==> src/logic/torque_guard_map.vh <==
// Register offsets, field positions and timing constants of the torque guard
`ifndef TORQUE_GUARD_MAP_VH
`define TORQUE_GUARD_MAP_VH

// Clock rate in Hz, wide enough for long products
`define TG_CLK_HZ 64'd250000000

// Longest time from both inputs low to motor power removed, in ms
`define TG_POWER_OFF_MS 64'd15
// Longest skew allowed between the two safety inputs, in s
`define TG_SKEW_S 64'd10

// Register byte offsets
`define TG_CTRL_OFS 4'h0
`define TG_BRAKE_DLY_OFS 4'h4
`define TG_STATUS_OFS 4'h8

// Control register fields
`define TG_CTRL_STOP_LSB 0
`define TG_CTRL_STOP_MSB 1
`define TG_CTRL_SON_MAP 2
`define TG_CTRL_RESET 2'h0

// Brake delay register width and reset value
`define TG_BRAKE_DLY_W 16
`define TG_BRAKE_DLY_RESET 16'h0000

// Stop method encodings
`define TG_STOP_DB_HOLD 2'h0
`define TG_STOP_DB_FREE 2'h1
`define TG_STOP_COAST 2'h2

// Status register bit positions
`define TG_ST_TORQUE_OFF 0
`define TG_ST_DRIVE_RDY 1
`define TG_ST_SERVO_RDY 2
`define TG_ST_IN_A 3
`define TG_ST_IN_B 4
`define TG_ST_SERVO_ON 5
`define TG_ST_MONITOR 6
`define TG_ST_SKEW 7
`define TG_ST_HW_FAULT 8
`define TG_ST_TRIP 9
`define TG_ST_SON_LATCH 10
`define TG_ST_POWER 11

`endif

==> src/logic/torque_guard.v <==
// Safe torque off supervisor with Avalon-MM register access
//
// Operation
// - Monitor high only while both inputs low
// - Both inputs low enters torque-off state
// - Motor power removed within 15 ms
// - One input low also trips, monitor low
// - Torque-off, servo off, inputs high: drive-ready
// - Drive-ready plus servo-on gives servo-ready
// - Servo-on during torque-off latches the state
// - Latched: servo off then on recovers
// - Inputs apart over 10 s raise skew alarm
// - Own hardware fault raises separate alarm
// - Skew alarm leaves torque-off working normally
// - Drive-ready output low in torque-off state
// - Drive-ready high: inputs high, servo off
// - Torque-off drops brake output, ignores delay
// - Torque-off stops motor by stop method
// - Test pulses of two cycles or more on inputs are not filtered
// - No re-energize after drop until power cycle
// - Trip cleared only by power cycle
//
// The address map and the Avalon-MM interface to the registers were decided locally.
`timescale 1ns/1ns
`include "torque_guard_map.vh"
module torque_guard
#(
  // Skew alarm time in cycles
  parameter [63:0] SKEW_CYCLES = `TG_SKEW_S * `TG_CLK_HZ,
  // Longest power-off time in cycles, rounded down
  parameter [63:0] POWER_OFF_CYCLES = `TG_POWER_OFF_MS * `TG_CLK_HZ / 64'd1000
)
(
  input wire i_clk,
  input wire i_resetn,
  input wire i_safe_in_a,
  input wire i_safe_in_b,
  input wire i_servo_on,
  input wire i_power_fb,
  input wire i_motor_stopped,
  input wire [3:0] i_avs_address,
  input wire i_avs_read,
  input wire i_avs_write,
  input wire [31:0] i_avs_writedata,
  output reg [31:0] o_avs_readdata,
  output reg o_avs_waitrequest,
  output reg o_power_enable,
  output reg o_torque_off_monitor_out,
  output reg o_drive_ready,
  output reg o_brake_control_out,
  output reg o_dyn_brake,
  output reg o_alarm_input_skew,
  output reg o_alarm_safety_hw_fault
);

  ////////////////////////////////////////////////////////////////////////
  // States, one-hot
  localparam [2:0] ST_TORQUE_OFF = 3'h1;
  localparam [2:0] ST_DRIVE_READY = 3'h2;
  localparam [2:0] ST_SERVO_READY = 3'h4;

  // Synchronised pins
  wire safe_in_a; // Safety input A
  wire safe_in_b; // Safety input B
  wire servo_on_pin; // Servo-on from the host
  wire power_fb; // Power stage feedback

  // Control registers
  reg [1:0] stop_method_param; // Stop method for servo off
  reg servo_on_mapping_param; // Servo-on forced active
  reg [15:0] brake_off_delay_param; // Brake to servo-off delay

  // Sequencer state
  reg [2:0] state; // Torque-off / drive-ready / servo-ready
  reg [2:0] next_state;
  reg son_latch; // Servo-on seen during torque-off
  reg next_son_latch;
  reg armed; // Both inputs seen high since reset
  reg trip; // Trip held until power cycle
  reg next_trip;
  reg [15:0] brake_cnt; // Normal servo-off delay count
  reg [15:0] next_brake_cnt;
  reg next_power; // Next motor power enable
  reg next_dyn; // Next dynamic brake command

  // Derived levels
  wire servo_on; // Servo-on after mapping
  wire both_high; // Both safety inputs energized
  wire skew_expired; // Inputs apart too long
  wire fault_expired; // Power stage still on too long
  wire bus_req; // Bus access pending
  wire bus_ack; // Access completes this edge
  wire [31:0] status_word; // Status register image

  ////////////////////////////////////////////////////////////////////////
  // Input synchronisers
  pin_sync u_sync_a
  (
    .i_clk(i_clk),
    .i_resetn(i_resetn),
    .i_pin(i_safe_in_a),
    .o_level(safe_in_a)
  );

  pin_sync u_sync_b
  (
    .i_clk(i_clk),
    .i_resetn(i_resetn),
    .i_pin(i_safe_in_b),
    .o_level(safe_in_b)
  );

  pin_sync u_sync_son
  (
    .i_clk(i_clk),
    .i_resetn(i_resetn),
    .i_pin(i_servo_on),
    .o_level(servo_on_pin)
  );

  pin_sync u_sync_fb
  (
    .i_clk(i_clk),
    .i_resetn(i_resetn),
    .i_pin(i_power_fb),
    .o_level(power_fb)
  );

  // Forced mapping would make the latched state permanent
  assign servo_on = servo_on_mapping_param | servo_on_pin;
  // Torque needs both inputs energized
  assign both_high = safe_in_a & safe_in_b;

  ////////////////////////////////////////////////////////////////////////
  // Timers for skew and hardware fault
  run_timer u_skew_timer
  (
    .i_clk(i_clk),
    .i_resetn(i_resetn),
    .i_run(safe_in_a != safe_in_b),
    .i_limit(SKEW_CYCLES[31:0]),
    .o_expired(skew_expired)
  );

  // Power stage must follow a removal within the off time
  run_timer u_fault_timer
  (
    .i_clk(i_clk),
    .i_resetn(i_resetn),
    .i_run(!o_power_enable && power_fb),
    .i_limit(POWER_OFF_CYCLES[31:0]),
    .o_expired(fault_expired)
  );

  ////////////////////////////////////////////////////////////////////////
  // Next state of the sequencer
  always @*
  begin
    next_state = state;
    next_son_latch = son_latch;
    if (!both_high)
    begin
      // Either input low trips torque-off
      next_state = ST_TORQUE_OFF;
      if (servo_on)
      begin
        next_son_latch = 1'b1;
      end
    end
    else
    begin
      case (state)
        ST_TORQUE_OFF:
        begin
          // Leave only with servo off, latched or not
          if (!servo_on)
          begin
            next_state = ST_DRIVE_READY;
            next_son_latch = 1'b0;
          end
        end
        ST_DRIVE_READY:
        begin
          // Servo-on moves to servo-ready
          if (servo_on)
          begin
            next_state = ST_SERVO_READY;
          end
        end
        ST_SERVO_READY:
        begin
          // Servo off returns to drive-ready
          if (!servo_on)
          begin
            next_state = ST_DRIVE_READY;
          end
        end
        default:
        begin
          next_state = ST_TORQUE_OFF;
        end
      endcase
    end
  end

  ////////////////////////////////////////////////////////////////////////
  // Trip, brake delay, power and dynamic brake decisions
  always @*
  begin
    // Trip holds until reset; skew alarm does not feed it
    next_trip = trip | (armed & !both_high) | o_alarm_safety_hw_fault;
    // Delay count only on a normal servo off
    if (next_state == ST_TORQUE_OFF)
    begin
      next_brake_cnt = 16'h0;
    end
    else if (state == ST_SERVO_READY && next_state == ST_DRIVE_READY)
    begin
      next_brake_cnt = brake_off_delay_param;
    end
    else if (brake_cnt != 16'h0)
    begin
      next_brake_cnt = brake_cnt - 16'h1;
    end
    else
    begin
      next_brake_cnt = brake_cnt;
    end
    // Power only in servo-ready or the normal off delay
    next_power = !next_trip && ((next_state == ST_SERVO_READY) ||
      (next_state == ST_DRIVE_READY && next_brake_cnt != 16'h0));
    // Stopping method once power is gone
    case (stop_method_param)
      `TG_STOP_DB_HOLD:
      begin
        next_dyn = !next_power;
      end
      `TG_STOP_DB_FREE:
      begin
        next_dyn = !next_power && !i_motor_stopped;
      end
      default:
      begin
        next_dyn = 1'b0; // Coast
      end
    endcase
  end

  ////////////////////////////////////////////////////////////////////////
  // Sequencer and output registers
  always @(posedge i_clk)
  begin
    if (!i_resetn)
    begin
      state <= ST_TORQUE_OFF;
      son_latch <= 1'b0;
      armed <= 1'b0;
      trip <= 1'b0;
      brake_cnt <= 16'h0;
      o_power_enable <= 1'b0;
      o_torque_off_monitor_out <= 1'b0;
      o_drive_ready <= 1'b0;
      o_brake_control_out <= 1'b0;
      o_dyn_brake <= 1'b0;
      o_alarm_input_skew <= 1'b0;
      o_alarm_safety_hw_fault <= 1'b0;
    end
    else
    begin
      state <= next_state;
      son_latch <= next_son_latch;
      armed <= armed | both_high;
      trip <= next_trip;
      brake_cnt <= next_brake_cnt;
      o_power_enable <= next_power;
      // Monitor only for both inputs low
      o_torque_off_monitor_out <= !safe_in_a && !safe_in_b;
      // Drive ready outside torque-off only
      o_drive_ready <= (next_state != ST_TORQUE_OFF);
      // Brake released only in servo-ready with power
      o_brake_control_out <= (next_state == ST_SERVO_READY) && !next_trip;
      o_dyn_brake <= next_dyn;
      // Sticky alarms, cleared by power cycle only
      o_alarm_input_skew <= o_alarm_input_skew | skew_expired;
      o_alarm_safety_hw_fault <= o_alarm_safety_hw_fault | fault_expired;
    end
  end

  ////////////////////////////////////////////////////////////////////////
  // Status image
  assign status_word = {20'h0,
    o_power_enable,
    son_latch,
    trip,
    o_alarm_safety_hw_fault,
    o_alarm_input_skew,
    o_torque_off_monitor_out,
    servo_on,
    safe_in_b,
    safe_in_a,
    state[2],
    state[1],
    state[0]};

  // Bus request and completion
  assign bus_req = i_avs_read | i_avs_write;
  assign bus_ack = bus_req & !o_avs_waitrequest;

  ////////////////////////////////////////////////////////////////////////
  // Avalon-MM slave: one wait cycle, then completion
  always @(posedge i_clk)
  begin
    if (!i_resetn)
    begin
      o_avs_waitrequest <= 1'b1;
      o_avs_readdata <= 32'h0;
      stop_method_param <= `TG_CTRL_RESET;
      servo_on_mapping_param <= 1'b0;
      brake_off_delay_param <= `TG_BRAKE_DLY_RESET;
    end
    else
    begin
      // Drop waitrequest for one cycle per access
      o_avs_waitrequest <= !(bus_req && o_avs_waitrequest);
      if (i_avs_read && o_avs_waitrequest)
      begin
        // Read data captured ahead of completion
        case (i_avs_address)
          `TG_CTRL_OFS:
          begin
            o_avs_readdata <= {29'h0, servo_on_mapping_param, stop_method_param};
          end
          `TG_BRAKE_DLY_OFS:
          begin
            o_avs_readdata <= {16'h0, brake_off_delay_param};
          end
          `TG_STATUS_OFS:
          begin
            o_avs_readdata <= status_word;
          end
          default:
          begin
            o_avs_readdata <= 32'h0; // Unmapped reads zero
          end
        endcase
      end
      if (bus_ack && i_avs_write)
      begin
        // Writes take effect at completion; others ignored
        case (i_avs_address)
          `TG_CTRL_OFS:
          begin
            stop_method_param <= i_avs_writedata[`TG_CTRL_STOP_MSB:`TG_CTRL_STOP_LSB];
            servo_on_mapping_param <= i_avs_writedata[`TG_CTRL_SON_MAP];
          end
          `TG_BRAKE_DLY_OFS:
          begin
            brake_off_delay_param <= i_avs_writedata[`TG_BRAKE_DLY_W-1:0];
          end
          default:
          begin
            stop_method_param <= stop_method_param;
          end
        endcase
      end
    end
  end

endmodule // torque_guard

==> src/logic/pin_sync.v <==
// Three-stage pin synchroniser that accepts a change once stages two and three agree
`timescale 1ns/1ns
module pin_sync
(
  input wire i_clk,
  input wire i_resetn,
  input wire i_pin,
  output reg o_level
);

  reg stage1; // Metastability catcher, read by stage2 only
  reg stage2; // Second stage
  reg stage3; // Third stage

  ////////////////////////////////////////////////////////////////////////
  // Shift chain; pulses of two cycles or more pass through, single-cycle pulses are dropped
  always @(posedge i_clk)
  begin
    if (!i_resetn)
    begin
      stage1 <= 1'b0;
      stage2 <= 1'b0;
      stage3 <= 1'b0;
      o_level <= 1'b0;
    end
    else
    begin
      stage1 <= i_pin;
      stage2 <= stage1;
      stage3 <= stage2;
      // Take the level once the last two stages agree
      if (stage2 == stage3)
      begin
        o_level <= stage3;
      end
    end
  end

endmodule // pin_sync

==> src/logic/run_timer.v <==
// Counter that flags when a condition has held for a given number of cycles
`timescale 1ns/1ns
module run_timer
(
  input wire i_clk,
  input wire i_resetn,
  input wire i_run,
  input wire [31:0] i_limit,
  output wire o_expired
);

  reg [31:0] count; // Cycles the condition has held

  ////////////////////////////////////////////////////////////////////////
  // Count while running, stop at the limit, clear when the run ends
  always @(posedge i_clk)
  begin
    if (!i_resetn)
    begin
      count <= 32'h0;
    end
    else if (!i_run)
    begin
      count <= 32'h0;
    end
    else if (count != i_limit)
    begin
      count <= count + 32'h1;
    end
  end

  // Expired while the run lasts and the limit is reached
  assign o_expired = i_run && (count == i_limit);

endmodule // run_timer

==> config.mk <==
export PLATFORM = sky130hd
export DESIGN_NAME = torque_guard
export DESIGN_NICKNAME = d
export VERILOG_FILES = /design/src/logic/torque_guard.v /design/src/logic/pin_sync.v /design/src/logic/run_timer.v
export VERILOG_INCLUDE_DIRS = /design/src /design/src/logic
export SDC_FILE = /design/constraint.sdc
export NUM_CORES = 1
export LEC_CHECK = 0
export BUFFER_PORTS_ARGS = -buffer_cell sky130_fd_sc_hd__buf_2
export CAP_MARGIN = 20
export CORE_UTILIZATION = 46
export CTS_CLUSTER_SIZE = 10
export DETAILED_ROUTE_END_ITERATION = 6
export PLACE_DENSITY = 0.68
export SLEW_MARGIN = 20
export SYNTH_ARGS = -nofsm -noshare
export SYNTH_HDL_FRONTEND = slang
export SYNTH_SLANG_ARGS = --single-unit
==> constraint.sdc <==
create_clock -name i_clk -period 2.5 [get_ports i_clk]
set_clock_uncertainty 0.15 [all_clocks]
set_input_delay 0.25 -clock i_clk [delete_from_list [all_inputs] [get_ports i_clk]]
set_output_delay 0.25 -clock i_clk [all_outputs]
set_load 0.02 [all_outputs]
---- After elaboration in Yosys (flattened, before gate mapping) ----
Cells that the tools add are included.
storage, ports and cells
  register bits ........................... 161
  latch bits .............................. 0
  memory bits (writable) .................. 0
  ROM bits ................................ 0
  input bits .............................. 45
  output and inout bits ................... 40
  logic and storage cells ................. 115
  memories ................................ 0
cells by class
  add/sub/neg operators ................... 3
  multiply operators ...................... 0
  divide/modulo/power cells ............... 0
  $lt $le $gt $ge ......................... 0
  equality and inequality tests ........... 21
  shift operators ......................... 0
  mux-type cells .......................... 13
  bitwise operators ....................... 10
  reduce and logical (&&, ||, !) cells .... 33
operator list
  operator               number
  $add 32x1->32 const B  2
  $mux 16                3
  $pmux 16 s3            1
  $eq 32x22->1 const B   1
  $eq 32x32->1 const B   1
  $ne 32x22->1 const B   1
  $ne 32x32->1 const B   1
  $reduce_bool 16->1     2
  $sub 16x1->16 const B  1
  $logic_and 1x1->1      12
  $logic_not 1->1        9
  $mux 3                 3
  $reduce_and 2->1       4
  $or 1x1->1             7
  $eq 3x1->1 const B     2
  $eq 3x2->1 const B     2
  $eq 3x3->1 const B     2
  $pmux 3 s2             1
  $eq 1x1->1             4
  $eq 4x3->1 const B     1
  $eq 4x4->1 const B     1
  $logic_not 4->1        1
  $mux 1                 4
  $and 1x1->1            3
  other kinds (11)       11

---- Logic depth before layout (Yosys ltp) ----
Gate-level depths: netlist of run 1.
  depth in word-level cells ............... 15
  gate-level depth with buffers ........... 10
  mapped depth without buffers ............ 10

---- Cells and area by module ----
From an unflattened synthesis of run 1, not the netlist that was laid out.
unflattened totals
  cell total of the unflattened synthesis .. 987
  area total of the unflattened synthesis .. 8,308.0 sq um
modules (own cells, without submodules)
  module        instances  cells an instance  area each (sq um)  sequential area each (sq um)
  run_timer     2          280                2,296.0            640.6
  torque_guard  1          387                3,250.6            1,301.2
  pin_sync      4          10                 116.4              80.1

---- Worst setup path after synthesis of run 1 ----
No wires, ideal clock.
  path kind ............................... reg-to-reg
  start point ............................. register brake_cnt[0]
  end point ............................... register o_power_enable
  library setup time ...................... 0.115 ns
  arrival time ............................ 2.127 ns
  data required time ...................... 2.235 ns
  setup slack ............................. 0.108 ns
  stages on the path, launching flop included .. 11
  buffers on the path ..................... 0
  clock period less this slack ............ 2.392 ns
  cell sequence ........................... dfxtp_1 inv_1 ha_1 nor4b_4 nand4_2 or3b_1 a21oi_1 a2111oi_4 nand4_1 a211o_1 nor2b_4
on the way
  cells in the longest elaborated chain, start to end .. 8
  elaborated cells between the ends (all ways) .. 9
  classes of those cells .................. add/sub: 1; mux: 3; reduce/logical: 5
RTL lines
  element                                                     RTL line                                source
  start, declared                                             torque_guard.v:81                       reg [15:0] brake_cnt;
  start signal, assigned                                      torque_guard.v:274                      brake_cnt <= next_brake_cnt;
  $sub 16x1->16 / $reduce_bool 16->1 (equally long branches)  torque_guard.v:223, torque_guard.v:221
  $mux 16 *                                                   torque_guard.v:221                      else if (brake_cnt != 16'h0)
  $mux 16 *                                                   torque_guard.v:217                      else if (state == ST_SERVO_READY && next_state == ST_DRIVE_READY)
  $mux 16 *                                                   torque_guard.v:213                      if (next_state == ST_TORQUE_OFF)
  $reduce_bool 16->1 *                                        torque_guard.v:231                      (next_state == ST_DRIVE_READY && next_brake_cnt != 16'h0));
  $logic_and 1x1->1 *                                         torque_guard.v:231
  $logic_or 1x1->1 *                                          torque_guard.v:230                      next_power = !next_trip && ((next_state == ST_SERVO_READY) ||
  $logic_and 1x1->1 *                                         torque_guard.v:230
  end signal, assigned                                        torque_guard.v:275                      o_power_enable <= next_power;
  end, declared                                               torque_guard.v:47                       output reg o_power_enable,
Every way passes the cells marked *; elsewhere a longest branch is shown, timed or not.
A chain may end at the register's enable or synchronous reset.

---- Final worst setup path of run 1 ----
  start point ............................. register brake_cnt[9]
  end point ............................... register o_power_enable
The elaborated chain is that of the path after synthesis.

==> results.py, run 1 <==
metrics = {
    "sta": {
        "fmax_mhz": 405,
        "hold_ws_ns": 0.0208,
        "fin_crit_sh": 0.987,
        "final_max_slew_viol_count": 0,
        "relSlewSlack": 0.561,
        "layout_setup_ws_ns": 0.0319,
        "finalSetupViolCount": 0,
        "layout_min_cycle_time_ns": 2.47,
        "rsz0062_at_grt": "yes",
        "final-hold-violation-count": 0,
        "worst_pin_slew_ns": 0.656,
    },
    "synth": {
        "synthCells": 775,
        "yosysWarningCount": 0,
        "yosysSeqAreaShare": 0.443,
        "netlist_area_sq_um": 6550,
        "syn_area_per_cell_sq_um": 8.45,
        "yosysUniqueCellTypes": 65,
        "synth_seq_cells": 145,
        "synth_ff_type": "dfxtp_1",
        "synth_edf_count": 0,
        "async_reset_ff_frac": 0,
    },
    "die": {
        "die_area_sq_um": 14700,
        "start_util": 0.472,
        "ioPinCount": 85,
        "chipHeight_um": 121,
        "core_area_sq_um": 13900,
        "rows": 43,
        "dieWidth_um": 121,
    },
    "setup_path": {
        "start_kind": "flip-flop",
        "crit_required_ns": 2.66,
        "cp_max_fo": 5,
        "critPathKind": "flip-flop to flip-flop",
        "end_kind": "flip-flop",
        "arrival_ns": 2.63,
    },
    "pwr": {
        "p_per_area_nw_per_um2": 630,
        "internal_power_w": 0.00413,
        "swShare": 0.201,
        "leakage_nw": 3.16,
        "pwr-share-seq": 0.451,
        "switchingPower_w": 0.00104,
        "comb_power_share": 0.028,
        "vdd_ir_drop_max_uv": 479,
        "pwr-share-clk": 0.521,
    },
    "drt": {
        "post-route-drc-count": 0,
        "final_antenna_net_count": 0,
        "drt_iter0_markers": 345,
        "via_per_inst": 5.26,
        "drt_first_pass_iters": 5,
        "wl_um": 15000,
        "via_count": 5655,
        "wl_per_cell_um": 14.0,
    },
    "layout": {
        "multi_input_area_sq_um": 3540,
        "layout-drive-gt1-share": 0.199,
        "syn_to_final_growth_pct": 25.3,
        "regArea_sq_um": 2920,
        "stdcell_area_sq_um": 8210,
        "nets": 937,
        "n_fill_cell": 1211,
        "diodes": 0,
    },
    "clocking": {
        "cts_buffer_depth": 2,
        "clk_pin_slew_worst_paths_ns": 0.06,
        "tritoncts": "done",
        "clock_sinks": 145,
        "h-tree-depth": 4,
        "clock_latency_ns": 0.41,
        "root_buffer": "clkbuf_16",
        "cts_buffers": 17,
    },
    "grt": {
        "grt.total_usage": 0.208,
        "grt_pass1_vias": 5157,
        "antenna_found_initial": 0,
        "grt-ovfl-total": 0,
        "grt_max_degree": 34,
        "grt_pass1_wl_um": 24000,
    },
    "job": {
        "cap_violations": 0,
    },
    "status": {
        "status": "finished, final reports clean",
    },
    "placement": {
        "pre_cts_ws_ns": -0.0532,
        "portBuffers": 52,
        "finalWeightedCongestion": 0.862,
        "place_area_sq_um": 7180,
        "hpwl_um": 10200,
    },
    "min_path": {
        "hp-class": "primary input to flip-flop",
    },
}
==> per-stage QoR <==
step                      cells  setup TNS, ns  utilization  total power (W)
after floorplan             790              0            -          0.00247
after global placement     1020        -0.0287        0.517          0.00250
after detailed placement   1020        -0.0532        0.517          0.00250
after CTS                  1074              0        0.581          0.00522
after global routing       1076         -0.266        0.591          0.00535
final                      1076              0        0.591          0.00517
==> power by group through the flow <==
stage | Sequential, W | Clock [W] | Combinational, W
2_1_floorplan | 0.00238 | 0 | 0.0000875
3_3_place_gp | 0.00238 | 0 | 0.000116
3_5_place_dp | 0.00238 | 0 | 0.000117
4_1_cts | 0.00233 | 0.00274 | 0.000144
5_1_grt | 0.00233 | 0.00286 | 0.000160
6_report | 0.00233 | 0.00269 | 0.000147
==> state kept, by name (all words and copies together) (netlist names), 2 cells and up <==
name,cells
brake_cnt,16
brake_off_delay_param,16
o_avs_readdata,16
state,3
stop_method_param,2
u_fault_timer.count,32
u_skew_timer.count,32
==> area by class of cell <==
class,instances,share of cell area
Sequential cell,145,0.355
Multi-Input combinational cell,583,0.431
Clock buffer,23,0.0582
Clock inverter,8,0.0183
Inverter,16,0.00793
Timing Repair Buffer,121,0.102
Tap cell,180,0.0274
==> worst max-delay path: stages, from the launching register on <==
cell       delay [ns]
dfxtp_2          0.36
or3_4            0.40
or3_4            0.34
o21ai_2          0.14
a21oi_2          0.09
a2111oi_4        0.31
nand4_1          0.13
a211o_1          0.30
nor2b_4          0.14
==> cells in the mapped netlist, drive strengths merged (2+ instances only) <==
master,n,area share
a211oi,3,0.0034
nor3b,2,0.0023
nand3b,5,0.0057
o211ai,3,0.0034
or4b,3,0.0046
nand4,21,0.021
xor2,42,0.056
or3,17,0.016
nor4b,7,0.014
and4,3,0.0040
mux2i,10,0.015
a22oi,8,0.0092
inv,16,0.0092
and3,19,0.019
nand3,33,0.026
o21ai,30,0.023
a21oi,65,0.051
xnor2,12,0.016
o31ai,2,0.0023
nor4,12,0.016
and2,20,0.019
a31oi,6,0.0057
dfxtp,145,0.44
nor3,8,0.0092
ha,8,0.015
nand2b,3,0.0029
nor2,117,0.067
nor2b,6,0.0069
buf,22,0.023
nand2,85,0.049
clkbuf,24,0.014
==> metal layers <==
layer	track usage	routed length (um)
met5	0	0
met3	0.0512	492
met1	0.259	7000
met2	0.348	7320
met4	0.0733	231
==> cell usage in the layout (no fill, tap or decap), types with 4 or more instances in the layout <==
cell / n
ha_1: 7
inv_1: 14
nor2_1: 115
nor2b_1: 5
clkbuf_16: 17
buf_2: 52
and3_1: 16
a22oi_1: 8
a31oi_2: 4
xor2_1: 42
mux2i_1: 10
and2_1: 20
a21oi_2: 5
o21ai_0: 25
bufinv_16: 4
o21ai_1: 4
nand3b_1: 5
nand4_1: 20
conb_1: 16
or3_1: 14
buf_4: 47
nand3_1: 30
nor4_1: 7
xnor2_1: 12
nand2_1: 84
dfxtp_1: 141
dlygate4sd3_1: 22
a21oi_1: 60
nor3_1: 4
==> timing repair <==
item / 4_1_cts / 5_1_grt
resized for setup: 10 / 31
pin swaps: 5 / 8
buffers inserted: 1 / 2
hold buffers: 22 / 0
endpoints found under the hold margin: 24 / 0
setup endpoints to repair: 2 / 16
==> cell families after synthesis <==
group / share of synthesized area
simple gates: 0.291
flops: 0.443
compound gates: 0.117
buf+inv: 0.0464
xor+xnor: 0.0722
mux: 0.0153
fa+ha+maj: 0.0153
other cells: 0.000573
==> worst paths after layout <==
kind | startpoint | end | slack [ns] | cells after the start
setup / recovery | brake_cnt[9]$_SDFF_PN0_ | o_power_enable$_SDFF_PN0_ | 0.03 | 8
hold / removal | i_avs_read | o_avs_readdata[15]$_SDFFE_PN0P_ | 0.02 | 3
setup reg to reg | brake_cnt[9]$_SDFF_PN0_ | o_power_enable$_SDFF_PN0_ | 0.03 | 8
hold reg to reg | u_sync_a.stage1$_SDFF_PN0_ | u_sync_a.stage2$_SDFF_PN0_ | 0.28 | 1
(Power assumes the default switching activity.)
==> run 2, diff against run 1 <==
Settings changed: RECOVER_POWER set to 25.
==> run 2 against run 1 <==
  * Non-clock buffer count is the same
  * Hold slack better by 0.00088 ns
  * Sequential share of layout area hardly changed
  * Die area unchanged
  * Cell count did not move
  * Combinational power is essentially flat
  * Maximum frequency hardly changed
  * Sequential power hardly changed
==> results.py, run 2 (synthesis gave the netlist of run 1 again) <==
metrics = {
    "setup_path": {
        "cp_common_cell": "or3_4",
        "start_kind": "flip-flop",
        "crit_required_ns": 2.66,
        "path_buf_inv": 0,
        "r2r_cells": 8,
        "path_cells": "or3_4 -> or3_4 -> o21ai_2 -> a21oi_2 -> a2111oi_4 -> nand4_1 -> a211o_1 -> nor2b_4",
        "cp_slowest_stage_delay_ns": 0.40,
        "arrival_ns": 2.62,
        "cp_slowest_cell": "or3_4",
        "reg2reg_slack_ns": 0.03,
        "end_kind": "flip-flop",
        "worst_path_dominant_cell_family": "simple AND/OR/NAND/NOR gates",
        "cp_max_fo": 5,
        "path_depth": 8,
        "critPathKind": "flip-flop to flip-flop",
    },
    "clocking": {
        "tritoncts": "done",
        "clock_sinks": 145,
        "cts_buffers": 17,
        "root_buffer": "clkbuf_16",
        "h-tree-depth": 4,
        "clock_latency_ns": 0.41,
        "clk_pin_slew_worst_paths_ns": 0.06,
        "cts_buffer_depth": 2,
    },
    "layout": {
        "final_util": 0.591,
        "n_fill_cell": 1211,
        "diodes": 0,
        "final_common_cell": "dfxtp_1",
        "nets": 937,
        "top_regs": "u_fault_timer.count: 32 flops, u_skew_timer.count: 32 flops",
        "syn_to_final_growth_pct": 25.2,
        "layout-drive-gt1-share": 0.195,
        "layout_common_cells": "dfxtp_1 (141), nor2_1 (115), nand2_1 (84)",
        "stdcell_area_sq_um": 8200,
    },
    "grt": {
        "grt_max_degree": 34,
        "grt_pass1_vias": 5157,
        "grt.total_usage": 0.208,
        "grt_pass1_wl_um": 24000,
        "grt-ovfl-total": 0,
        "antenna_found_initial": 0,
    },
    "drt": {
        "wl_um": 15000,
        "drt_iter0_markers": 344,
        "drt_first_pass_iters": 5,
        "via_count": 5655,
        "wl_per_cell_um": 14.0,
        "via_per_inst": 5.26,
        "final_antenna_net_count": 0,
        "post-route-drc-count": 0,
    },
    "die": {
        "dieWidth_um": 121,
        "core_area_sq_um": 13900,
        "chipHeight_um": 121,
        "die_area_sq_um": 14700,
        "rows": 43,
        "start_util": 0.472,
        "ioPinCount": 85,
    },
    "placement": {
        "portBuffers": 52,
        "hpwl_um": 10200,
        "place_area_sq_um": 7180,
        "finalWeightedCongestion": 0.862,
    },
    "pwr": {
        "vdd_ir_drop_max_uv": 479,
        "leakage_nw": 3.15,
        "totalPowerFinal_w": 0.00517,
        "p_per_area_nw_per_um2": 630,
    },
    "sta": {
        "hold_ws_ns": 0.0217,
        "layout_min_cycle_time_ns": 2.47,
        "finalSetupViolCount": 0,
        "worst_pin_slew_ns": 0.656,
        "relSlewSlack": 0.561,
        "final_max_slew_viol_count": 0,
        "fmax_mhz": 405,
        "rsz0062_at_grt": "yes",
        "fin_crit_sh": 0.987,
        "final-hold-violation-count": 0,
    },
    "job": {
        "cap_violations": 0,
    },
    "min_path": {
        "hp-class": "primary input to flip-flop",
        "hold_depth": 3,
    },
    "status": {
        "status": "finished, final reports clean",
    },
}
[run 2: changes by cell type in the layout (fill, tap and decap cells not counted)]
cell	before	now
buf_4	47	46
and2_1	20	16
buf_2	52	50
clkbuf_1	3	6
and2_0	0	4
[run 2: area by class of cell]
cell class / count / area [sq um] / share of cell area
multi-input combinational: 583 / 3540 / 0.432
sequential: 145 / 2920 / 0.355
timing repair buffer: 121 / 827 / 0.101
clock buffer: 23 / 478 / 0.0583
tap: 180 / 225 / 0.0275
clock inverter: 8 / 150 / 0.0183
inverter: 16 / 65.1 / 0.00793
[run 2: worst paths after layout]
path | startpoint | endpoint
worst min register to register | u_sync_a.stage1$_SDFF_PN0_ | u_sync_a.stage2$_SDFF_PN0_
worst max-delay path | brake_cnt[9]$_SDFF_PN0_ | o_power_enable$_SDFF_PN0_
worst min-delay path | i_avs_read | o_avs_readdata[15]$_SDFFE_PN0P_
worst max register to register | brake_cnt[9]$_SDFF_PN0_ | o_power_enable$_SDFF_PN0_
[run 2: worst reg2reg max path: cells and delay by family (launching register included)]
family	cells	cell delay, ns
compound gates	4	0.84
flops	1	0.36
simple gates	4	1.01
[run 2: per-layer routing]
metal  vias to the layer above  track usage  part of all wire
met5                         -            0                 0
met4                         0       0.0733             0.015
met3                        20       0.0512             0.033
met2                       105        0.348              0.49
met1                      2660        0.259              0.47
li1                       2870            -                 -
[run 2: power breakdown]
part	total [W]	internal (W)	switching (W)
clock network	0.00269	0.00175	0.000943
registers	0.00233	0.00232	0.00000924
logic	0.000146	0.0000593	0.0000869
[run 2: repair_timing]
item / CTS / global route
hold buffers: 22 / 0
setup endpoints to repair: 2 / 16
gates resized for setup: 10 / 31
pin swaps: 5 / 8
endpoints found under the hold margin: 24 / 0
buffers inserted: 1 / 2
[run 2: through the flow]
step           instances  worst slack, ns  TNS, ns
3_5_place_dp        1020          -0.0532  -0.0532
2_1_floorplan        790            0.108        0
5_1_grt             1076           -0.167   -0.266
3_3_place_gp        1020          -0.0287  -0.0287
4_1_cts             1074          0.00232        0
6_report            1076           0.0325        0
